`src/fds_pkg.sv`:
```
// Package of constants and types for the floppy pulse separator
`default_nettype none
package fds_pkg;
  localparam int          FDS_NOMINAL_COUNT = 16;
  localparam int          FDS_MIN_COUNT     = 12;
  localparam int          FDS_MAX_COUNT     = 22;
  localparam int          FDS_CNT_W         = 5;
  localparam int          FDS_DRIFT_W       = 3;
  localparam int          FDS_DIV_W         = 3;
  localparam logic [4:0]  FDS_CNT_RST       = 5'h00;
  localparam logic [2:0]  FDS_DRIFT_RST     = 3'h0;
  localparam logic [2:0]  FDS_DIV_RST       = 3'h0;
  localparam int          FDS_DRIFT_LIMIT   = 3;
  localparam int          FDS_SHORT_STEP    = 2;
  typedef enum logic [1:0] {
    FDS_DIV1,
    FDS_DIV2,
    FDS_DIV4,
    FDS_DIV8
  } fds_div_type;
endpackage
`default_nettype wire

```
`src/fds_divider.sv`:
```
// Reference clock divider producing a one-cycle internal clock tick
`default_nettype none
module fds_divider
  import fds_pkg::*;
(
  // Clock and reset
  input  wire logic       clk,
  input  wire logic       rst_b,
  // Ratio select, synchronised by caller
  input  wire logic [1:0] div_sel,
  // One-cycle strobe per reference rise
  input  wire logic       step,
  // Internal clock tick
  output logic            tick
);
  logic [FDS_DIV_W-1:0] div_q;
  logic [FDS_DIV_W-1:0] div_d;
  logic [FDS_DIV_W-1:0] div_mask;
  logic                 wrap;
  logic [FDS_DIV_W-1:0] seen_q;
  logic [1:0]           sel_prev_q;
  logic                 moved_q;

  // Ratio 1,2,4,8 means wrap on mask 0,1,3,7
  assign div_mask = (div_sel == 2'(FDS_DIV1)) ? 3'h0 :
                    (div_sel == 2'(FDS_DIV2)) ? 3'h1 :
                    (div_sel == 2'(FDS_DIV4)) ? 3'h3 : 3'h7;
  assign wrap     = ((div_q & div_mask) == div_mask);
  // Counts reference rises, not system clocks; the flop still runs every edge
  assign div_d    = !step ? div_q : (wrap ? FDS_DIV_RST : div_q + 3'h1);
  assign tick     = step && wrap;

  always_ff @(posedge clk or negedge rst_b) begin
    if (!rst_b) begin
      div_q <= FDS_DIV_RST;
    end else begin
      div_q <= div_d;
    end
  end

  // Check helpers: rises since the last tick, and whether the ratio moved meanwhile
  always_ff @(posedge clk or negedge rst_b) begin
    if (!rst_b) begin
      seen_q     <= FDS_DIV_RST;
      sel_prev_q <= 2'h0;
      moved_q    <= 1'b0;
    end else begin
      seen_q     <= tick ? FDS_DIV_RST : (step ? seen_q + 3'h1 : seen_q);
      sel_prev_q <= div_sel;
      moved_q    <= (div_sel != sel_prev_q) || (moved_q && !tick);
    end
  end

  a_div_period: assert property (@(posedge clk) disable iff (!rst_b)
    (tick && !moved_q && div_sel == sel_prev_q)
      |-> seen_q == 3'((4'h1 << div_sel) - 4'h1))
    else $error("divide ratio wrong");
endmodule
`default_nettype wire

```
`src/fds_pulse_separator.sv`:
```
// Digital data separator: window clock and recovered bits from raw pulses
//
// Operation
// - The internal clock is the reference clock divided by 1, 2, 4 or 8 chosen by two pins.
// - Leading edges of raw disk pulses shift the phase of the window clock.
// - Without correction a window clock period lasts sixteen internal clock periods.
// - A corrected period never lasts fewer than twelve or more than twenty-two internal periods.
// - A short-term corrector acts per pulse and a long-term corrector tracks sustained drift.
// - The window clock and recovered data bits are both derived from the one pulse stream.
`default_nettype none
module fds_pulse_separator
  import fds_pkg::*;
(
  // Clock and reset
  input  wire logic clk,
  input  wire logic rst_b,
  // Drive side, active low pulses
  input  wire logic raw_disk_pulses_b,
  // Reference clock level, sampled
  input  wire logic reference_clock_in,
  // Ratio select pins
  input  wire logic divisor_select_low,
  input  wire logic divisor_select_high,
  // Controller side
  output logic      window_clock_out,
  output logic      recovered_bits_out
);
  import fds_pkg::*;

  // Two-stage synchronisers for all input pins except rst_b, which resets directly
  logic       dsk_s1_q, dsk_s2_q, ref_s1_q, ref_s2_q;
  logic [1:0] sel_s1_q, sel_s2_q;
  logic       dsk_prev_q, ref_prev_q;
  logic       ref_rise;
  logic       pulse_edge;
  logic       int_tick;

  always_ff @(posedge clk or negedge rst_b) begin
    if (!rst_b) begin
      dsk_s1_q <= 1'b1;
      dsk_s2_q <= 1'b1;
      ref_s1_q <= 1'b0;
      ref_s2_q <= 1'b0;
      sel_s1_q <= 2'h0;
      sel_s2_q <= 2'h0;
    end else begin
      dsk_s1_q <= raw_disk_pulses_b;
      dsk_s2_q <= dsk_s1_q;
      ref_s1_q <= reference_clock_in;
      ref_s2_q <= ref_s1_q;
      sel_s1_q <= {divisor_select_high, divisor_select_low};
      sel_s2_q <= sel_s1_q;
    end
  end

  always_ff @(posedge clk or negedge rst_b) begin
    if (!rst_b) begin
      dsk_prev_q <= 1'b1;
      ref_prev_q <= 1'b0;
    end else begin
      dsk_prev_q <= dsk_s2_q;
      ref_prev_q <= ref_s2_q;
    end
  end

  // Leading edge is the falling edge of the active-low pulse
  assign pulse_edge = dsk_prev_q && !dsk_s2_q;
  assign ref_rise   = ref_s2_q && !ref_prev_q;

  // Divider steps on reference rises; its tick is the internal clock
  fds_divider u_div (
    .clk     (clk),
    .rst_b   (rst_b),
    .div_sel (sel_s2_q),
    .step    (ref_rise),
    .tick    (int_tick)
  );

  // Window counter state
  logic [FDS_CNT_W-1:0]   cnt_q, cnt_d;
  logic [FDS_CNT_W-1:0]   len_q, len_d;
  logic signed [FDS_DRIFT_W-1:0] drift_q, drift_d;
  logic                   win_q, win_d;
  logic                   data_seen_q, data_seen_d;
  logic                   bit_q, bit_d;
  logic                   edge_pend_q;
  logic                   period_end;
  logic                   half_point;
  logic                   early, late;
  logic [FDS_CNT_W-1:0]   base_len;
  logic [FDS_CNT_W-1:0]   short_len;

  // Edge held until the next internal tick so none is lost
  always_ff @(posedge clk or negedge rst_b) begin
    if (!rst_b) begin
      edge_pend_q <= 1'b0;
    end else begin
      edge_pend_q <= pulse_edge || (edge_pend_q && !int_tick);
    end
  end

  // Early edge: seen in first quarter of window; late: in last quarter
  assign early      = (cnt_q < (len_q >> 2));
  assign late       = (cnt_q >= (len_q - (len_q >> 2)));
  assign period_end = (cnt_q == len_q - 5'h01);
  assign half_point = (cnt_q == (len_q >> 1) - 5'h01);
  // Long-term corrector shifts base length by accumulated drift
  assign base_len   = 5'(FDS_NOMINAL_COUNT + int'(drift_q));

  // Short-term corrector trims this period only, clamped to legal bounds
  always_comb begin
    short_len = base_len;
    if (edge_pend_q && early) begin
      short_len = base_len - 5'(FDS_SHORT_STEP);
    end else if (edge_pend_q && late) begin
      short_len = base_len + 5'(FDS_SHORT_STEP);
    end
    if (short_len < 5'(FDS_MIN_COUNT)) begin
      short_len = 5'(FDS_MIN_COUNT);
    end else if (short_len > 5'(FDS_MAX_COUNT)) begin
      short_len = 5'(FDS_MAX_COUNT);
    end
  end

  always_comb begin
    cnt_d       = cnt_q;
    len_d       = len_q;
    drift_d     = drift_q;
    win_d       = win_q;
    data_seen_d = data_seen_q;
    bit_d       = bit_q;
    if (int_tick) begin
      if (edge_pend_q) begin
        len_d = short_len;
        // Sustained drift nudges the long-term term one step at a time
        if (early && drift_q > -3'(FDS_DRIFT_LIMIT)) begin
          drift_d = drift_q - 3'sh1;
        end else if (late && drift_q < 3'(FDS_DRIFT_LIMIT)) begin
          drift_d = drift_q + 3'sh1;
        end
        // Pulses in the data half of the window are data bits
        if (!win_q) begin
          data_seen_d = 1'b1;
        end
      end
      if (period_end) begin
        cnt_d       = '0;
        len_d       = edge_pend_q ? short_len : base_len;
        win_d       = 1'b1;
        bit_d       = data_seen_d;
        data_seen_d = 1'b0;
      end else begin
        cnt_d = cnt_q + 5'h01;
        if (half_point) begin
          win_d = 1'b0;
        end
      end
    end
  end

  always_ff @(posedge clk or negedge rst_b) begin
    if (!rst_b) begin
      cnt_q       <= FDS_CNT_RST;
      len_q       <= 5'(FDS_NOMINAL_COUNT);
      drift_q     <= FDS_DRIFT_RST;
      win_q       <= 1'b1;
      data_seen_q <= 1'b0;
      bit_q       <= 1'b0;
    end else begin
      cnt_q       <= cnt_d;
      len_q       <= len_d;
      drift_q     <= drift_d;
      win_q       <= win_d;
      data_seen_q <= data_seen_d;
      bit_q       <= bit_d;
    end
  end

  // Outputs straight from flops
  always_ff @(posedge clk or negedge rst_b) begin
    if (!rst_b) begin
      window_clock_out   <= 1'b1;
      recovered_bits_out <= 1'b0;
    end else begin
      window_clock_out   <= win_q;
      recovered_bits_out <= bit_q;
    end
  end

  // Checks
  a_len_bounds: assert property (@(posedge clk) disable iff (!rst_b)
    len_q >= 5'(FDS_MIN_COUNT) && len_q <= 5'(FDS_MAX_COUNT))
    else $error("window length out of bounds");
  a_cnt_below: assert property (@(posedge clk) disable iff (!rst_b)
    cnt_q < len_q)
    else $error("window counter passed length");
  a_wrap_rise: assert property (@(posedge clk) disable iff (!rst_b)
    (int_tick && period_end) |=> win_q && cnt_q == 5'h00)
    else $error("window did not restart");
  a_nominal_len: assert property (@(posedge clk) disable iff (!rst_b)
    (int_tick && period_end && !edge_pend_q && drift_q == 3'sh0) |=> len_q == 5'h10)
    else $error("uncorrected period not sixteen");
  a_edge_held: assert property (@(posedge clk) disable iff (!rst_b)
    pulse_edge |=> edge_pend_q)
    else $error("disk edge lost");
  a_drift_bound: assert property (@(posedge clk) disable iff (!rst_b)
    drift_q >= -3'sh3 && drift_q <= 3'sh3)
    else $error("drift out of range");
  a_out_follow: assert property (@(posedge clk) disable iff (!rst_b)
    1'b1 |=> window_clock_out == $past(win_q) && recovered_bits_out == $past(bit_q))
    else $error("outputs not following state");
  a_early_short: assert property (@(posedge clk) disable iff (!rst_b)
    (int_tick && edge_pend_q && early && !period_end && base_len == 5'h10)
      |=> len_q == 5'h0e)
    else $error("early edge did not shorten");
  a_tick_ratio: assert property (@(posedge clk) disable iff (!rst_b)
    int_tick |-> ref_rise)
    else $error("internal tick without reference edge");

  c_edge_early: cover property (@(posedge clk) disable iff (!rst_b)
    int_tick && edge_pend_q && early);
  c_edge_late: cover property (@(posedge clk) disable iff (!rst_b)
    int_tick && edge_pend_q && late);
  c_data_bit: cover property (@(posedge clk) disable iff (!rst_b)
    $rose(recovered_bits_out));
  c_drift_max: cover property (@(posedge clk) disable iff (!rst_b)
    drift_q == 3'sh3);
endmodule
`default_nettype wire
```
`config.mk`:
```
export PLATFORM = sky130hd
export DESIGN_NAME = fds_pulse_separator
export DESIGN_NICKNAME = d
export VERILOG_FILES = /design/src/fds_pkg.sv /design/src/fds_divider.sv /design/src/fds_pulse_separator.sv
export SDC_FILE = /design/constraint.sdc
export NUM_CORES = 1
export LEC_CHECK = 0
export BUFFER_PORTS_ARGS = -buffer_cell sky130_fd_sc_hd__buf_2
export CAP_MARGIN = 10
export CORE_UTILIZATION = 40
export CTS_CLUSTER_DIAMETER = 50
export DETAILED_ROUTE_END_ITERATION = 10
export PLACE_DENSITY_LB_ADDON = 0.08
export SKIP_CTS_REPAIR_TIMING = 1
export SLEW_MARGIN = 20
export SYNTH_ARGS = -nofsm -noshare
export SYNTH_HDL_FRONTEND = slang
export SYNTH_HIERARCHICAL = 1
export SYNTH_SLANG_ARGS = --single-unit
export TNS_END_PERCENT = 20
```
`constraint.sdc`:
```
create_clock -name clk -period 3.6 [get_ports clk]
set_input_delay 0.72 -clock clk [delete_from_list [all_inputs] [get_ports clk]]
set_output_delay 0.72 -clock clk [all_outputs]
set_load 0.02 [all_outputs]
```
==> results.yml <==
global_route:
  grt_usage_pct: 18.5
  use_met2_pct: 32.6
  grt_overflow: 0
  use_met1_pct: 22.7
  grt_pass1_wl_um: 7680
  top_usage_layer: "met2"
  grt_max_degree: 33
  antenna_found_initial: 0
  first_global_vias: 1623
  met3_usage_pct: 4.20
cts:
  cts.sink_count: 32
  clockRootBuffer: "clkbuf_8"
  path_clk_slew_ns: 0.07
  h-tree-depth: 2
  clk_latency_ns: 0.29
  cts_tree: "yes"
  cts_made_buffers: 5
  clock_path_buffers: 2
timing:
  final.setup_skew_ns: 0.0106
  worst_pin_slew_ns: 0.694
  fin_crit_ns: 3.36
  finalHoldViolCount: 0
  rsz0062_at_grt: "no"
  setup_violations: 0
  max_slew_margin_pct: 53.7
  fmax_mhz: 298
  slew_violations: 0
  finalSetupTns_ns: 0
  fin_crit_sh_pct: 93.3
detailed_routing:
  wl_per_cell_um: 15.3
  drt-pass1-iter-count: 4
  drcViolationCount: 0
  wirelength_um: 4530
  drtAntennaViolNets: 0
  drt_iter0_drc: 27
  vias: 1585
  vias_per_cell: 5.37
synthesis:
  synthArstFlopShare_pct: 100
  synth_cell_type_count: 52
  synthFlopType: "dfrtp_1"
  netlist_area_sq_mm: 0.00211
  synth_top_cell_area_share_pct: 30.9
  synth_top_cell_by_area: "dfrtp_1"
  synthCells: 214
  synth.most_common_cell: "dfrtp_1"
  synth_edf_count: 0
  ys_seq_area_share_pct: 38.4
  synth_area_leaders: "dfrtp_1 (31%), ha_1 (11%), dfstp_2 (7.5%), nand2_1 (3.7%), xnor2_1 (3.7%)"
  syn_area_per_cell_sq_um: 9.84
  synth_commonest_cells: "dfrtp_1 (26), nand2_1 (21), ha_1 (19)"
  synth-seq-cells: 32
  syn_nets: 241
  ys_warn_count: 6
pwr:
  power.density_mw_per_mm2: 1050
  p_leak_uw: 0.00103
  pwr-share-comb_pct: 59.2
  total_power_uw: 2430
  power_switching_uw: 1130
  intPower_uw: 1300
  switching_share_pct: 46.6
  clockPowerShare_pct: 13.8
  irDropWorstVdd_v: 0.000463
  pwr-share-seq_pct: 27.0
floorplanning:
  fp.dieW_um: 74.6
  ios: 8
  design.core.area_sq_mm: 0.00507
  die-area_sq_mm: 0.00556
  die_y_um: 74.6
  initial_core_util_pct: 41.5
  rows: 26
finish:
  area_growth_pct: 9.63
  num_antenna_cells: 0
  drive_gt1_share_pct: 13.3
  final_nets: 251
  final_cells: 295
  fin_area_sq_mm: 0.00231
worst_setup_path:
  reg2reg_depth: 10
  worstSetupEndpointType: "flip-flop"
  crit_arrival_ns: 3.49
  path_max_fanout: 8
  crit_type: "flip-flop to flip-flop"
  start_kind: "flip-flop"
  required_ns: 3.73
placement:
  place_congestion: 0.893
  dp.cells: 287
  hpwl_um: 3390
  port_buffers: 7
  post_dp_cell_area_sq_mm: 0.00220
worst_hold_path:
  hold_depth: 0
  hold_path.class: "flip-flop to flip-flop"
run_status:
  status: "finished clean"
flow_run:
  drv_cap: 0
[through the flow]
step           worst slack, ns  hold WS [ns]  utilization, %
6_report                 0.240         0.356            45.5
2_1_floorplan            0.704         0.331               -
4_1_cts                  0.242         0.360            45.5
3_5_place_dp             0.295         0.345            43.4
3_3_place_gp             0.458         0.334            43.4
5_1_grt                0.00196         0.364            45.5
[power groups by stage]
stage / registers, uW / clock network [uW] / logic, uW
2_1_floorplan: 597 / 0 / 1150
3_3_place_gp: 655 / 0 / 1360
3_5_place_dp: 663 / 0 / 1410
4_1_cts: 656 / 345 / 1440
5_1_grt: 674 / 362 / 1600
6_report: 656 / 335 / 1440
[cell families after synthesis]
logic type / count (synthesis) / share of synthesized area (%)
buffers and inverters: 22 / 4.52
adders and majority gates: 21 / 13.2
and+or+nand+nor: 61 / 15.1
muxes: 4 / 1.90
AOI/OAI and AO/OA: 55 / 18.7
xor gates and xnor gates: 19 / 8.26
DFF: 32 / 38.4
[registers in the layout, indices dropped and copies added, names as in the netlist, 2 cells and up]
signal	count
cnt_q	5
len_q	5
drift_q	3
u_div/div_q	3
sel_s1_q	2
sel_s2_q	2
[layout by cell type, fill, tap and decap left out, drive strengths merged, types with 5 or more instances in the layout]
cell	instances
clkbuf	6
nor2	8
a21oi	8
o21ai	15
nand2	21
inv	18
nor3	6
dfstp	6
ha	19
buf	7
and3	6
dfrtp	26
o211ai	5
xnor2	10
xor2	9
a31oi	5
nand2b	6
[area by class of cell]
type,instances,area (sq um)
Tap cell,70,87.6
Clock buffer,6,72.6
Clock inverter,2,35.0
Multi-Input combinational cell,160,1200
Timing Repair Buffer,7,35.0
Sequential cell,32,808
Fill cell,509,2770
Inverter,18,67.6
[per-layer routing]
| metal | wire length, um | vias up |
|---|---|---|
| met1 | 1990 | 783 |
| met4 | 68 | 0 |
| met5 | 0 | - |
| li1 | - | 773 |
| met3 | 158 | 7 |
| met2 | 2310 | 22 |
[final timing paths]
path / start / endpoint / slack [ns]
setup / recovery: len_q[2] / len_q[1] / 0.24
hold / removal: ref_s1_q / ref_s2_q / 0.36
setup reg to reg: len_q[2] / len_q[1] / 0.24
hold reg to reg: ref_s1_q / ref_s2_q / 0.36
max in group asynchronous: rst_b / cnt_q[3] / 2.68
min in group asynchronous: rst_b / data_seen_q / 0.47
[critical path, cell delays in order (launching register included)]
cell and delay, ns:
dfrtp_1 0.49, ha_1 0.25, fa_1 0.41, xor2_1 0.16
ha_1 0.31, a21o_1 0.19, a31oi_1 0.30, o22a_1 0.29
o22ai_1 0.10, a2111oi_0 0.51, o221ai_1 0.20
Note: power is estimated with default switching activity, not from simulation.
